## src/rtl/ccrx_pkg.sv

```systemverilog
// Constants for one channel's cross-point and bias configuration slice.
// Assumes an 8-bit register access port with 5-bit channel offsets.
package ccrx_pkg;

  localparam logic [4:0] ADDR_POLARITY    = 5'h07;
  localparam logic [4:0] ADDR_BIAS_SMALL  = 5'h08;
  localparam logic [4:0] ADDR_SPARE_A     = 5'h09;
  localparam logic [4:0] ADDR_DETECT      = 5'h0A;
  localparam logic [4:0] ADDR_SPARE_B     = 5'h0B;
  localparam logic [4:0] ADDR_SPARE_C     = 5'h0C;
  localparam logic [4:0] ADDR_SPARE_E     = 5'h0E;
  localparam logic [4:0] ADDR_BIAS_TRIM   = 5'h0F;
  localparam logic [4:0] ADDR_SPARE_F     = 5'h10;
  localparam logic [4:0] ADDR_BLOCK_G_LO  = 5'h11;
  localparam logic [4:0] ADDR_BLOCK_H_HI  = 5'h1F;

  localparam logic [7:0] RST_POLARITY     = 8'h00;
  localparam logic [7:0] RST_BIAS_SMALL   = 8'h50;
  localparam logic [7:0] RST_DETECT       = 8'h30;
  localparam logic [7:0] RST_SPARE_B      = 8'h1A;
  localparam logic [7:0] RST_SPARE        = 8'h00;
  localparam logic [7:0] RST_BIAS_TRIM    = 8'h00;
  localparam logic [7:0] RDATA_UNMAPPED   = 8'h00;

  localparam int unsigned BIT_POL_INVERT  = 5;
  localparam int unsigned BIT_SMALL_BOOST = 3;
  localparam int unsigned BIT_QUICK_DET   = 6;
  localparam int unsigned BIT_THR_HI      = 5;
  localparam int unsigned BIT_THR_LO      = 4;
  localparam int unsigned BIT_EQB_HI      = 5;
  localparam int unsigned BIT_EQB_LO      = 4;
  localparam int unsigned BIT_PDRV_HI     = 3;
  localparam int unsigned BIT_PDRV_LO     = 2;
  localparam int unsigned BIT_ODRV_HI     = 1;
  localparam int unsigned BIT_ODRV_LO     = 0;

  localparam int unsigned READ_LATENCY    = 2;
  localparam int unsigned MEM_DEPTH       = 32;

  // Reserved locations kept in the spare memory
  function automatic logic is_spare(input logic [4:0] addr);
    is_spare = (addr == ADDR_SPARE_A) ||
               ((addr >= ADDR_SPARE_B) && (addr <= ADDR_SPARE_E)) ||
               (addr == ADDR_SPARE_F) ||
               ((addr >= ADDR_BLOCK_G_LO) && (addr <= ADDR_BLOCK_H_HI));
  endfunction

  function automatic logic [7:0] spare_reset(input logic [4:0] addr);
    spare_reset = (addr == ADDR_SPARE_B) ? RST_SPARE_B : RST_SPARE;
  endfunction

endpackage

```

## src/rtl/ccrx_channel_regs.sv

```systemverilog
// One channel's configuration registers and cross-point source choice.
// Assumes register strobes and shared control bits come from sys_clk logic;
// the two select pins arrive asynchronously from the board.
module ccrx_channel_regs #(
  parameter int unsigned CHAN_INDEX = 0
) (
  input  wire logic       sys_clk,
  input  wire logic       rst,
  input  wire logic       regs_reset,
  input  wire logic       reg_wr,
  input  wire logic       reg_rd,
  input  wire logic [4:0] reg_addr,
  input  wire logic [7:0] reg_wdata,
  output logic      [7:0] reg_rdata,
  output logic            reg_rvalid,
  input  wire logic       pin_ctrl_enable,
  input  wire logic       output_source_select,
  input  wire logic       eq_bias_ext_msb,
  input  wire logic       select_pin_a,
  input  wire logic       select_pin_b,
  output logic            route_from_adjacent,
  output logic            xpoint_select_polarity_invert,
  output logic            eq_bias_small_boost,
  output logic            quick_detect_enable,
  output logic      [1:0] detect_threshold,
  output logic      [2:0] eq_bias_extra_current,
  output logic      [1:0] predriver_bias_extra,
  output logic      [1:0] output_driver_bias_extra
);

  // Channels 0,1,4,5 have bit 1 of the index clear
  localparam logic USES_PIN_A = (CHAN_INDEX[1] == 1'b0);

  // Named configuration registers
  logic [7:0] polarity_reg;
  logic [7:0] polarity_next;
  logic [7:0] bias_small_reg;
  logic [7:0] bias_small_next;
  logic [7:0] detect_reg;
  logic [7:0] detect_next;
  logic [7:0] bias_trim_reg;
  logic [7:0] bias_trim_next;

  // Select pin synchronisers and debounced levels
  logic [2:0] pin_a_sync_reg;
  logic [2:0] pin_a_sync_next;
  logic [2:0] pin_b_sync_reg;
  logic [2:0] pin_b_sync_next;
  logic       pin_a_level_reg;
  logic       pin_a_level_next;
  logic       pin_b_level_reg;
  logic       pin_b_level_next;

  // Derived outputs
  logic       route_reg;
  logic       route_next;
  logic [2:0] eq_bias_reg;
  logic [2:0] eq_bias_next;

  // Read pipeline
  logic       rd_pend_reg;
  logic       rd_pend_next;
  logic       rd_spare_reg;
  logic       rd_spare_next;
  logic [7:0] rd_named_reg;
  logic [7:0] rd_named_next;
  logic [7:0] rdata_reg;
  logic [7:0] rdata_next;
  logic       rvalid_reg;
  logic       rvalid_next;
  logic [7:0] mem_rdata;
  logic       sel_pin;

  ccrx_spare_mem u_spare (
    .sys_clk (sys_clk),
    .rst     (rst),
    .clear   (regs_reset),
    .wr_en   (reg_wr),
    .addr    (reg_addr),
    .wdata   (reg_wdata),
    .rdata   (mem_rdata)
  );

  // Register writes; channel reset returns every field to default
  always_comb begin
    polarity_next   = polarity_reg;
    bias_small_next = bias_small_reg;
    detect_next     = detect_reg;
    bias_trim_next  = bias_trim_reg;
    if (regs_reset) begin
      polarity_next   = ccrx_pkg::RST_POLARITY;
      bias_small_next = ccrx_pkg::RST_BIAS_SMALL;
      detect_next     = ccrx_pkg::RST_DETECT;
      bias_trim_next  = ccrx_pkg::RST_BIAS_TRIM;
    end else if (reg_wr) begin
      case (reg_addr)
        ccrx_pkg::ADDR_POLARITY:   polarity_next   = reg_wdata;
        ccrx_pkg::ADDR_BIAS_SMALL: bias_small_next = reg_wdata;
        ccrx_pkg::ADDR_DETECT:     detect_next     = reg_wdata;
        ccrx_pkg::ADDR_BIAS_TRIM:  bias_trim_next  = reg_wdata;
        default: ;
      endcase
    end
  end

  always_ff @(posedge sys_clk or posedge rst) begin
    if (rst) begin
      polarity_reg   <= ccrx_pkg::RST_POLARITY;
      bias_small_reg <= ccrx_pkg::RST_BIAS_SMALL;
      detect_reg     <= ccrx_pkg::RST_DETECT;
      bias_trim_reg  <= ccrx_pkg::RST_BIAS_TRIM;
    end else begin
      polarity_reg   <= polarity_next;
      bias_small_reg <= bias_small_next;
      detect_reg     <= detect_next;
      bias_trim_reg  <= bias_trim_next;
    end
  end

  // Pin level accepted only when second and third stages agree
  always_comb begin
    pin_a_sync_next  = {pin_a_sync_reg[1:0], select_pin_a};
    pin_b_sync_next  = {pin_b_sync_reg[1:0], select_pin_b};
    pin_a_level_next = pin_a_level_reg;
    pin_b_level_next = pin_b_level_reg;
    if (pin_a_sync_reg[1] == pin_a_sync_reg[2]) begin
      pin_a_level_next = pin_a_sync_reg[2];
    end
    if (pin_b_sync_reg[1] == pin_b_sync_reg[2]) begin
      pin_b_level_next = pin_b_sync_reg[2];
    end
  end

  always_ff @(posedge sys_clk or posedge rst) begin
    if (rst) begin
      pin_a_sync_reg  <= 3'h0;
      pin_b_sync_reg  <= 3'h0;
      pin_a_level_reg <= 1'b0;
      pin_b_level_reg <= 1'b0;
    end else begin
      pin_a_sync_reg  <= pin_a_sync_next;
      pin_b_sync_reg  <= pin_b_sync_next;
      pin_a_level_reg <= pin_a_level_next;
      pin_b_level_reg <= pin_b_level_next;
    end
  end

  // Cross-point source and bias composition
  assign sel_pin = USES_PIN_A ? pin_a_level_reg
                              : pin_b_level_reg;

  always_comb begin
    if (pin_ctrl_enable) begin
      route_next = sel_pin ^ polarity_reg[ccrx_pkg::BIT_POL_INVERT];
    end else begin
      route_next = output_source_select;
    end
    eq_bias_next = {eq_bias_ext_msb,
                    bias_trim_reg[ccrx_pkg::BIT_EQB_HI],
                    bias_trim_reg[ccrx_pkg::BIT_EQB_LO]};
  end

  always_ff @(posedge sys_clk or posedge rst) begin
    if (rst) begin
      route_reg   <= 1'b0;
      eq_bias_reg <= 3'h0;
    end else begin
      route_reg   <= route_next;
      eq_bias_reg <= eq_bias_next;
    end
  end

  // Two-stage read: select, then merge with spare memory data
  always_comb begin
    rd_pend_next  = reg_rd;
    rd_spare_next = ccrx_pkg::is_spare(reg_addr);
    case (reg_addr)
      ccrx_pkg::ADDR_POLARITY:   rd_named_next = polarity_reg;
      ccrx_pkg::ADDR_BIAS_SMALL: rd_named_next = bias_small_reg;
      ccrx_pkg::ADDR_DETECT:     rd_named_next = detect_reg;
      ccrx_pkg::ADDR_BIAS_TRIM:  rd_named_next = bias_trim_reg;
      default:                   rd_named_next = ccrx_pkg::RDATA_UNMAPPED;
    endcase
    rvalid_next = rd_pend_reg;
    rdata_next  = rdata_reg;
    if (rd_pend_reg) begin
      rdata_next = rd_spare_reg ? mem_rdata : rd_named_reg;
    end
  end

  always_ff @(posedge sys_clk or posedge rst) begin
    if (rst) begin
      rd_pend_reg  <= 1'b0;
      rd_spare_reg <= 1'b0;
      rd_named_reg <= ccrx_pkg::RDATA_UNMAPPED;
      rdata_reg    <= ccrx_pkg::RDATA_UNMAPPED;
      rvalid_reg   <= 1'b0;
    end else begin
      rd_pend_reg  <= rd_pend_next;
      rd_spare_reg <= rd_spare_next;
      rd_named_reg <= rd_named_next;
      rdata_reg    <= rdata_next;
      rvalid_reg   <= rvalid_next;
    end
  end

  assign reg_rdata                     = rdata_reg;
  assign reg_rvalid                    = rvalid_reg;
  assign route_from_adjacent           = route_reg;
  assign xpoint_select_polarity_invert =
    polarity_reg[ccrx_pkg::BIT_POL_INVERT];
  assign eq_bias_small_boost = bias_small_reg[ccrx_pkg::BIT_SMALL_BOOST];
  assign quick_detect_enable = detect_reg[ccrx_pkg::BIT_QUICK_DET];
  assign detect_threshold    = {detect_reg[ccrx_pkg::BIT_THR_HI],
                                detect_reg[ccrx_pkg::BIT_THR_LO]};
  assign eq_bias_extra_current    = eq_bias_reg;
  assign predriver_bias_extra     = {bias_trim_reg[ccrx_pkg::BIT_PDRV_HI],
                                     bias_trim_reg[ccrx_pkg::BIT_PDRV_LO]};
  assign output_driver_bias_extra = {bias_trim_reg[ccrx_pkg::BIT_ODRV_HI],
                                     bias_trim_reg[ccrx_pkg::BIT_ODRV_LO]};
endmodule // ccrx_channel_regs

```

## src/rtl/ccrx_spare_mem.sv

```systemverilog
// Byte store for the reserved channel register locations.
// Ignores writes to addresses that are not spare locations; read data is registered.
module ccrx_spare_mem (
  input  wire logic       sys_clk,
  input  wire logic       rst,
  input  wire logic       clear,
  input  wire logic       wr_en,
  input  wire logic [4:0] addr,
  input  wire logic [7:0] wdata,
  output logic      [7:0] rdata
);

  logic [7:0] mem_reg   [ccrx_pkg::MEM_DEPTH];
  logic [7:0] mem_next  [ccrx_pkg::MEM_DEPTH];
  logic [7:0] rdata_reg;
  logic [7:0] rdata_next;

  always_comb begin
    for (int i = 0; i < ccrx_pkg::MEM_DEPTH; i++) begin
      if (clear) begin
        mem_next[i] = ccrx_pkg::spare_reset(5'(i));
      end else if (wr_en && (addr == 5'(i)) &&
                   ccrx_pkg::is_spare(5'(i))) begin
        mem_next[i] = wdata;
      end else begin
        mem_next[i] = mem_reg[i];
      end
    end
    rdata_next = ccrx_pkg::is_spare(addr) ? mem_reg[addr]
                                          : ccrx_pkg::RDATA_UNMAPPED;
  end

  always_ff @(posedge sys_clk or posedge rst) begin
    if (rst) begin
      for (int i = 0; i < ccrx_pkg::MEM_DEPTH; i++) begin
        mem_reg[i] <= (5'(i) == ccrx_pkg::ADDR_SPARE_B)
                      ? ccrx_pkg::RST_SPARE_B : ccrx_pkg::RST_SPARE;
      end
      rdata_reg <= ccrx_pkg::RST_SPARE;
    end else begin
      mem_reg   <= mem_next;
      rdata_reg <= rdata_next;
    end
  end

  assign rdata = rdata_reg;

endmodule // ccrx_spare_mem

```

## config.mk

```make
export PLATFORM = sky130hd
export DESIGN_NAME = ccrx_channel_regs
export DESIGN_NICKNAME = d
export VERILOG_FILES = /design/src/rtl/ccrx_pkg.sv /design/src/rtl/ccrx_channel_regs.sv /design/src/rtl/ccrx_spare_mem.sv
export SDC_FILE = /design/constraint.sdc
export NUM_CORES = 1
export LEC_CHECK = 0
export BUFFER_PORTS_ARGS = -buffer_cell sky130_fd_sc_hd__buf_2
export CAP_MARGIN = 20
export CORE_ASPECT_RATIO = 1.5
export CORE_MARGIN = 4
export CORE_UTILIZATION = 35
export CTS_BUF_LIST = sky130_fd_sc_hd__clkbuf_2 sky130_fd_sc_hd__clkbuf_4 sky130_fd_sc_hd__clkbuf_8
export DETAILED_ROUTE_END_ITERATION = 8
export PLACE_DENSITY = 0.49
export REMOVE_ABC_BUFFERS = 1
export SLEW_MARGIN = 10
export SYNTH_ARGS = -nofsm -noshare
export SYNTH_HDL_FRONTEND = slang
export SYNTH_SLANG_ARGS = --single-unit
```

## constraint.sdc

```tcl
create_clock -name sys_clk -period 9.4 [get_ports sys_clk]
set_input_delay 1.88 -clock sys_clk [delete_from_list [all_inputs] [get_ports sys_clk]]
set_output_delay 1.88 -clock sys_clk [all_outputs]
set_load 0.02 [all_outputs]
```

==> results of run 1 <==
==> worst max-delay path, delay by kind of cell <==
family / cells / cell delay [ns]
AO/OA/AOI/OAI: 2 / 0.84
AND/OR/NAND/NOR: 2 / 0.55
buffers and inverters: 3 / 1.30
==> Yosys cell counts, types with 2 or more instances <==
library cell,instances
mux2_2,4
and2_1,3
nand2b_1,7
o21ai_0,90
mux2i_1,107
dfstp_2,7
nor2_1,77
nand3b_1,10
clkbuf_1,62
a211o_1,5
clkbuf_2,5
o2bb2ai_1,3
nor2b_1,8
buf_1,6
and3_1,2
nor3_2,3
or3_1,2
mux4_2,16
a221oi_1,4
nor3_1,4
nand4b_1,2
nand2_1,160
a211oi_1,6
a22oi_1,32
dfrtp_1,228
nand3_1,58
a21oi_1,164
buf_2,22
nand4b_4,2
a2111oi_0,4
buf_6,5
buf_4,18
==> routing by layer <==
metal  share of wire [%]  routed length (um)
met1                  42               13500
met2                  51               16400
met3                 4.3                1370
met4                 2.8                 906
met5                   0                   0
==> power breakdown <==
group          internal (mW)  leakage [nW]  switching [mW]  total, mW
logic                 0.0425          1.93           0.126      0.169
registers               1.03          3.21         0.00905       1.04
clock network          0.551         0.449           0.417      0.967
==> through the flow <==
stage          utilization [%]  worst slack (ns)  hold slack, ns  instance area (um^2)
2_1_floorplan                -              1.09           0.331                 10700
3_3_place_gp              36.3              4.58           0.334                 11500
3_5_place_dp              36.3              4.62           0.348                 11500
4_1_cts                   38.9              5.22           0.363                 12400
5_1_grt                   39.1              5.06           0.377                 12500
6_report                  39.1              5.15           0.357                 12500
==> how the worst min path moves through the flow <==
stage	depth (start not counted)	startpoint	slack (ns)	to
after global routing	0	pin_a_sync_reg[0]	0.38	pin_a_sync_reg[1]
after floorplan	0	pin_a_sync_reg[0]	0.33	pin_a_sync_reg[1]
after detailed placement	0	pin_a_sync_reg[0]	0.35	pin_a_sync_reg[1]
final	0	pin_a_sync_reg[0]	0.36	pin_a_sync_reg[1]
after global placement	0	pin_a_sync_reg[0]	0.33	pin_a_sync_reg[1]
after CTS	0	pin_a_sync_reg[0]	0.36	pin_a_sync_reg[1]
==> cell families after synthesis <==
logic type               Yosys count  synth area share (%)
adder cells (fa/ha/maj)            1                0.0888
AO/OA/AOI/OAI                    310                  15.2
flip-flops                       235                  52.2
XOR/XNOR                           1                0.0777
buffers and inverters            119                  5.19
multiplexers                     127                  13.1
AND/OR/NAND/NOR                  347                  14.1
==> final cells by class <==
type                    instances  area (um^2)
multi-input cells             786         4800
well taps                     410          513
flip-flops and latches        235         5890
clock buffers                  64          781
clock inverters                 5         50.0
repair buffers                 62          407
inverters                       1         11.3
fillers                      3193        19400
diodes                          1         2.50
==> results_dict.tcl, run 1 <==
set metrics [dict create \
    start_util_pct 35.4 \
    synth_area_leader_cell "dfrtp_1" \
    met2_usage_pct 31.1 \
    cts_root_buf "clkbuf_8" \
    synth-seq-cells 235 \
    layout-drive-gt1-share_pct 14.7 \
    gr-usage-met1_pct 23.3 \
    reg2reg_to "u_spare.rdata[5]" \
    worst-path-max-fanout 39 \
    crit_top_cell "buf_4" \
    core_mm2 0.0318 \
    first_pass_iters 5 \
    grt_first_pass_wirelength_um 50900 \
    final_common_cell "dfrtp_1" \
    instances_no_fill 1564 \
    clock-sinks 235 \
    min_period_over_period_pct 45.2 \
    setup_violations 0 \
    num_vias 8381 \
    min_path_type "flip-flop to flip-flop" \
    row_count 80 \
    crit_chain "buf_4 -> buf_4 -> buf_4 -> nand2b_1 -> nor2_1 -> a2111oi_0 -> a211oi_1" \
    slowest_delay_ns 0.66 \
    layout_common_cells "dfrtp_1, a21oi_1, nand2_1, mux2i_1, o21ai_0" \
    reg2reg_slack_ns 7.79 \
    worstMarginPinSlew_ns 1.09 \
    synth_top_area_share_pct 50.6 \
    wl_per_cell_um 20.6 \
    cts_resized 0 \
    grtUsageTotal_pct 18.2 \
    die_x_um 155 \
    synth.area.top_cells "dfrtp_1, mux2i_1, a21oi_1, nand2_1, o21ai_0" \
    postCtsHoldBufs 0 \
    syn-cell-area_mm2 0.0113 \
    htreeDepth 2 \
    area_growth_syn_to_layout_pct 10.5 \
    critPathCapture "u_spare.rdata[5]" \
    status "finished clean" \
    critPathLaunchType "input port" \
    dp_hpwl_um 19000 \
    dp_cells 1489 \
    grt_pass1_vias 8528 \
    end_kind "flip-flop" \
    drcViolationCount 0 \
    numPortBuffers 43 \
    synthFlopType "dfrtp_1" \
    drtIter0Drc 762 \
    clk_path_buf_depth 3 \
    synth_cells 1140 \
    drv_cap 0 \
    slew_viol_final 0 \
    gp_congestion 0.854 \
    finalPower_mw 2.17 \
    nets 1148 \
    arrival_ns 4.61 \
    fp.dieH_um 228 \
    antenna_left 0 \
    wirelength_um 32200 \
    ios 45 \
    fmax_mhz 235 \
    hold_viol 0 \
    grt_start_max_net_pins 138 \
    crit_start "reg_addr[1]" \
    avgSynthCellArea_um2 9.89 \
    cts_setup_buffers 0 \
    synth.yosys.seq_area_share_pct 52.2 \
    grt.busiest_layer "met2" \
    crit_slowest_cell "a2111oi_0" \
    min_period_ns 4.25 \
    clock_latency_ns 0.56 \
    largest_register_ffs 168 \
    leakage_nw 5.59 \
    grtUsageMet3_pct 3.00 \
    detail_route.vias_per_cell 5.36 \
    die_area_mm2 0.0352 \
    ir_worst_vdd_mv 0.0586 \
    grt_overflow 0 \
    pwr_density_cell_mw_per_mm2 174 \
    synth_edf_count 0 \
    worst-r2r-cell-count 4 \
    tritoncts "done" \
    clock_skew_ns 0.0300 \
    clkTransAtPathRegs_ns 0.06 \
    cts_buffers 39 \
    antenna_found_initial 1 \
    relSlewSlack_pct 27.5 \
    rsz0062_at_grt "false" \
    ys_async_sr_fraction_pct 100 \
    setup-tns-final_ns 0 \
    yosys_warnings 0 \
    yosys.cell_types.count 46 \
    critPathKind "input port to flip-flop" \
    worst_ep_required_time_ns 9.76 \
    rr_startpoint "u_spare.mem_reg[157]" \
]
Note: power is estimated with default switching activity, not from simulation.
==> run 2: changes to the inputs <==
--- a/config.mk
+++ b/config.mk
@@ -5,6 +5,7 @@
 export SDC_FILE = /design/constraint.sdc
 export NUM_CORES = 1
 export LEC_CHECK = 0
+export ABC_AREA = 1
 export BUFFER_PORTS_ARGS = -buffer_cell sky130_fd_sc_hd__buf_2
 export CAP_MARGIN = 20
 export CORE_ASPECT_RATIO = 1.5
@@ -12,7 +13,7 @@
 export CORE_UTILIZATION = 35
 export CTS_BUF_LIST = sky130_fd_sc_hd__clkbuf_2 sky130_fd_sc_hd__clkbuf_4 sky130_fd_sc_hd__clkbuf_8
 export DETAILED_ROUTE_END_ITERATION = 8
-export PLACE_DENSITY = 0.49
+export PLACE_DENSITY = 0.51
 export REMOVE_ABC_BUFFERS = 1
 export SLEW_MARGIN = 10
 export SYNTH_ARGS = -nofsm -noshare
==> constraint.sdc (replaced) <==
create_clock -name sys_clk -period 3.5 [get_ports sys_clk]
set_input_delay 0.7 -clock sys_clk [delete_from_list [all_inputs] [get_ports sys_clk]]
set_output_delay 0.7 -clock sys_clk [all_outputs]
set_load 0.02 [all_outputs]
==> run 2 against run 1 <==
Compared with the run above: non-clock buffer count down 1; largest power group unchanged; synthesized cell count up 29%; highest routed layer unchanged; first-iteration DRC count down 32%; routed wire length down 0.41%; critical path depth up 1; clock skew down 0.00096 ns; sequential share of layout area down 0.94 points; final cell count up 24%.
==> results_dict.tcl, run 2 <==
set metrics [dict create \
    numPortBuffers 43 \
    wl_per_cell_um 16.6 \
    worstMarginPinSlew_ns 0.772 \
    cp_num_buf_inv 3 \
    cts_root_buf "clkbuf_8" \
    status "finished clean" \
    num_vias 9025 \
    rr_startpoint "u_spare.mem_reg[87]" \
    htreeDepth 2 \
    pwr_density_cell_mw_per_mm2 516 \
    clock_skew_ns 0.0291 \
    slew_viol_final 0 \
    min_period_over_period_pct 65.1 \
    die_x_um 155 \
    critical_path.top_delay_family "simple AND/OR/NAND/NOR gates" \
    min_path_type "input port to flip-flop" \
    crit_slowest_cell "buf_4" \
    synth.area.top_cells "dfrtp_1, nand2_1, o21ai_0, inv_1, dfstp_2" \
    crit_top_cell "nand2_1" \
    utilization_pct 39.8 \
    nets 1516 \
    setup_violations 0 \
    avgSynthCellArea_um2 7.75 \
    ys_async_sr_fraction_pct 100 \
    clock-sinks 235 \
    yosys.cell_types.count 37 \
    nFillCells 3318 \
    core_mm2 0.0319 \
    ios 45 \
    synth-seq-cells 235 \
    worst_ep_required_time_ns 3.91 \
    row_count 80 \
    crit_start "reg_addr[0]" \
    antenna_left 0 \
    grt_start_max_net_pins 100 \
    first_pass_iters 6 \
    setup-tns-final_ns 0 \
    syn-cell-area_mm2 0.0114 \
    instances_no_fill 1933 \
    synth.yosys.seq_area_share_pct 51.9 \
    synth_area_leader_cell "dfrtp_1" \
    critPathCapture "u_spare.mem_reg[107]" \
    worst-r2r-cell-count 10 \
    synthTopCellsByCount "nand2_1, dfrtp_1, inv_1, o21ai_0, nor2_1" \
    dp_cells 1863 \
    layout-drive-gt1-share_pct 12.5 \
    wl_met1_um 13900 \
    cp.depth 8 \
    top_layer "met4" \
    antenna_found_initial 1 \
    final_common_cell "nand2_1" \
    critPathKind "input port to flip-flop" \
    die_area_mm2 0.0355 \
    hold_viol 0 \
    cts_resized 0 \
    layout_common_cells "nand2_1, dfrtp_1, inv_1, o21ai_0, clkbuf_8" \
    reg2reg_to "u_spare.rdata[7]" \
    yosysMostFrequentCell "nand2_1" \
    detail_route.vias_per_cell 4.67 \
    reg2reg_slack_ns 2.16 \
    min_period_ns 2.28 \
    area_growth_syn_to_layout_pct 11.9 \
    drcViolationCount 0 \
    clkTransAtPathRegs_ns 0.06 \
    post-place-ws_ns 0.651 \
    ir_worst_vdd_mv 0.231 \
    synthFlopType "dfrtp_1" \
    synth_cells 1466 \
    gp_congestion 0.835 \
    postCtsHoldBufs 0 \
    start_util_pct 35.6 \
    setup_ws_ns 1.22 \
    largest_register_ffs 168 \
    synth_edf_count 0 \
    crit_chain "buf_2 -> inv_2 -> buf_4 -> nand2_2 -> nor2_2 -> nand2_1 -> nand2_1 -> o21ai_0" \
    end_kind "flip-flop" \
    drtIter0Drc 519 \
    dp_hpwl_um 21100 \
    synth_top_area_share_pct 50.2 \
    critPathLaunchType "input port" \
    tritoncts "done" \
    wl_met2_um 15900 \
    cts_buffers 38 \
    grt_first_pass_wirelength_um 51300 \
    wirelength_um 32100 \
    fp.dieH_um 229 \
    dr_wl_met3_um 997 \
    cts_setup_buffers 0 \
    grt_pass1_vias 9025 \
    slowest_delay_ns 0.44 \
    grt_overflow 0 \
    grtUsageTotal_pct 18.5 \
    fmax_mhz 439 \
    relSlewSlack_pct 48.5 \
    clk_path_buf_depth 3 \
    yosys_warnings 0 \
    rsz0062_at_grt "false" \
    arrival_ns 2.69 \
    drv_cap 0 \
    clock_latency_ns 0.56 \
    worst-path-max-fanout 41 \
    leakage_nw 6.40 \
]
[run 2: cells by family (layout without fill, tap and decap cells)]
family                     count (synthesis)  in the layout  share of synthesized area (%)
and+or+nand+nor                          673            673                           23.6
buffers and inverters                    297            353                           11.2
AOI/OAI and AO/OA                        257            257                           13.0
DFF                                      235            235                           51.9
muxes                                      2              2                          0.198
adders and majority gates                  1              1                         0.0881
xor gates and xnor gates                   1              1                         0.0771
other                                      0              1                              0
[run 2: worst reg2reg max path, delay by kind of cell, from the launching register on]
family | cells | cell delay, ns
AND/OR/NAND/NOR | 9 | 0.87
flip-flops | 1 | 0.35
buffers and inverters | 1 | 0.05
[run 2: routing by layer]
metal	track usage, %	vias up
met5	0	-
met4	7.29	0
met3	2.31	67
met2	31.5	172
met1	23.8	4260
li1	-	4526
[run 2: area by class of cell]
class	instances	area, um^2	area share [%]
inverter	223	845	6.65
antenna	1	2.50	0.0197
clock inverter	2	38.8	0.305
sequential	235	5890	46.4
clock buffer	67	828	6.52
tap	410	513	4.04
multi-input combinational	934	4200	33.1
timing repair buffer	61	388	3.05
[run 2: how the worst min path moves through the flow]
stage                            startpoint                 to  cells past startpoint  slack, ns
after floorplan           pin_a_sync_reg[0]  pin_a_sync_reg[1]                      0       0.33
after global placement    pin_a_sync_reg[0]  pin_a_sync_reg[1]                      0       0.33
after detailed placement  pin_a_sync_reg[0]  pin_a_sync_reg[1]                      0       0.34
after CTS                      select_pin_a  pin_a_sync_reg[0]                      1       0.20
after global routing           select_pin_a  pin_a_sync_reg[0]                      1       0.21
final                          select_pin_a  pin_a_sync_reg[0]                      1       0.24
[run 2: stage by stage]
step                total power, mW  hold slack, ns  instance area (um^2)
detailed placement             3.93           0.344                 11800
global route                   6.89           0.213                 12700
CTS                            6.65           0.202                 12700
global placement               3.92           0.334                 11800
finish                         6.56           0.242                 12700
floorplan                      3.61           0.331                 10900
[run 2: where the power goes]
part	leakage, nW	internal [mW]	switching [mW]	total, mW
registers	3.02	2.94	0.0797	3.02
clock network	0.462	1.56	1.13	2.68
logic	2.92	0.239	0.616	0.855
==> run 3: changes to the inputs <==
==> constraint.sdc (replaced) <==
create_clock -name sys_clk -period 2 [get_ports sys_clk]
set_input_delay 0.4 -clock sys_clk [delete_from_list [all_inputs] [get_ports sys_clk]]
set_output_delay 0.4 -clock sys_clk [all_outputs]
set_load 0.02 [all_outputs]
==> run 3 against run 2 <==
Compared with the run above: clock power up 65%; critical path depth is 7 lower; sequential share of layout area fell by 1.7 points; worst hold slack lost 0.13 ns; routed wire length rose by 0.70%; global-route usage is 0.072 points higher; final cell count increased by 2.3%; via count up 1.6%; clock skew down 0.0050 ns; register-to-register slack worse by 1.4 ns; final area up 3.7%; largest cell class unchanged; largest power group unchanged; highest routed layer unchanged.
==> results_dict.tcl, run 3 (synthesis gave the netlist of run 2 again) <==
set metrics [dict create \
    status "finished clean" \
    ff_latch_area_mm2 0.00589 \
    min_period_over_period_pct 82.0 \
    utilization_pct 41.3 \
    setup_violations 0 \
    multi_input_area_mm2 0.00420 \
    critPathKind "flip-flop to output port" \
    sw_frac_of_total_pct 28.2 \
    final_common_cell "nand2_1" \
    grt_first_pass_wirelength_um 51900 \
    setup-tns-final_ns 0 \
    cts_resized 0 \
    layout_common_cells "nand2_1, dfrtp_1, inv_1, o21ai_0, clkbuf_8" \
    grtUsageTotal_pct 18.6 \
    postCtsHoldBufs 4 \
    worstMarginPinSlew_ns 0.716 \
    area_growth_syn_to_layout_pct 16.0 \
    largest_register_ffs 168 \
    p_int_mw 8.13 \
    antenna_left 0 \
    grt_overflow 0 \
    min_period_ns 1.64 \
    ios 45 \
    layout-drive-gt1-share_pct 14.6 \
    rr_startpoint "u_spare.mem_reg[67]" \
    cts_root_buf "clkbuf_8" \
    drv_cap 0 \
    fp.dieH_um 229 \
    cts_buffers 38 \
    crit_chain "buf_2" \
    crit_slowest_cell "dfstp_2" \
    gp_congestion 0.865 \
    critical_path.top_delay_family "flip-flops" \
    hold_viol 0 \
    power_frac_seq_pct 46.7 \
    critPathLaunchType "flip-flop" \
    core_mm2 0.0319 \
    slew_viol_final 0 \
    nets 1561 \
    cts_setup_buffers 0 \
    end_kind "output port" \
    die_area_mm2 0.0355 \
    tritoncts "done" \
    clkTransAtPathRegs_ns 0.06 \
    dp_hpwl_um 22100 \
    relSlewSlack_pct 52.2 \
    crit_start "detect_reg[4]" \
    pwr_density_cell_mw_per_mm2 859 \
    p_switching_mw 3.19 \
    wl_per_cell_um 16.3 \
    clock_latency_ns 0.55 \
    slowest_delay_ns 0.53 \
    grt_pass1_vias 9026 \
    cp_num_buf_inv 1 \
    arrival_ns 1.24 \
    min_path_type "input port to flip-flop" \
    comb_power_share_pct 14.3 \
    drcViolationCount 0 \
    rsz0062_at_grt "false" \
    wirelength_um 32300 \
    nFillCells 3302 \
    fmax_mhz 610 \
    start_util_pct 35.6 \
    ir_worst_vdd_mv 0.497 \
    htreeDepth 2 \
    clock_skew_ns 0.0240 \
    num_vias 9166 \
    row_count 80 \
    clk_path_buf_depth 3 \
    detail_route.vias_per_cell 4.64 \
    hold_start "output_source_select" \
    worst-path-max-fanout 2 \
    clock-sinks 235 \
    drtIter0Drc 592 \
    worst_ep_required_time_ns 1.60 \
    numPortBuffers 43 \
    die_x_um 155 \
    leakage_nw 6.65 \
    antenna_found_initial 0 \
    first_pass_iters 5 \
    p_clk_share_pct 39.0 \
    grt_start_max_net_pins 50 \
]
[run 3: worst paths after layout]
path	depth (start not counted)	slack, ns	end
max in group asynchronous	4	0.92	u_spare.mem_reg[119]
min	3	0.11	route_from_adjacent
min in group asynchronous	3	0.40	eq_bias_extra_current[2]
max reg2reg	10	0.73	u_spare.rdata[3]
max	1	0.36	detect_threshold[0]
min reg2reg	0	0.35	pin_a_sync_reg[1]
[run 3: tightest hold or removal path, cell delays in order]
cell	delay [ns]
buf_2	0.07
nor2_1	0.04
a21oi_1	0.11
[run 3: layer usage]
metal  part of all wire, %  GRT usage, %  vias to the layer above  routed length (um)
li1                      -             -                     4623                   -
met4                   2.8          6.02                        0                 894
met2                    50          31.4                      205               16100
met5                     0             0                        -                   0
met1                    44          24.6                     4281               14100
met3                   3.7          2.48                       57                1190
[run 3: area by class of cell]
class / count / share of cell area (%)
clock inverters: 5 / 0.190
flip-flops and latches: 235 / 44.7
multi-input cells: 934 / 31.9
clock buffers: 63 / 5.97
diodes: 1 / 0.0190
inverters: 223 / 6.41
well taps: 410 / 3.89
repair buffers: 106 / 6.93
[run 3: power by group through the flow]
stage,registers (mW),clock network [mW],logic [mW]
floorplan,5.39,0,0.917
global placement,5.36,0,1.60
detailed placement,5.37,0,1.62
CTS,5.29,4.56,1.64
global route,5.32,4.78,1.84
finish,5.28,4.42,1.61
[run 3: stage by stage]
stage	power [mW]	hold slack (ns)	instances	area, um^2	setup slack, ns
floorplan	6.31	0.331	1392	10900	-4.83
global route	11.9	0.0884	1976	13200	0.310
finish	11.3	0.111	1977	13200	0.360
detailed placement	6.99	0.341	1903	12300	-0.0429
global placement	6.97	0.338	1903	12300	0.00822
CTS	11.5	0.00207	1975	13200	0.326
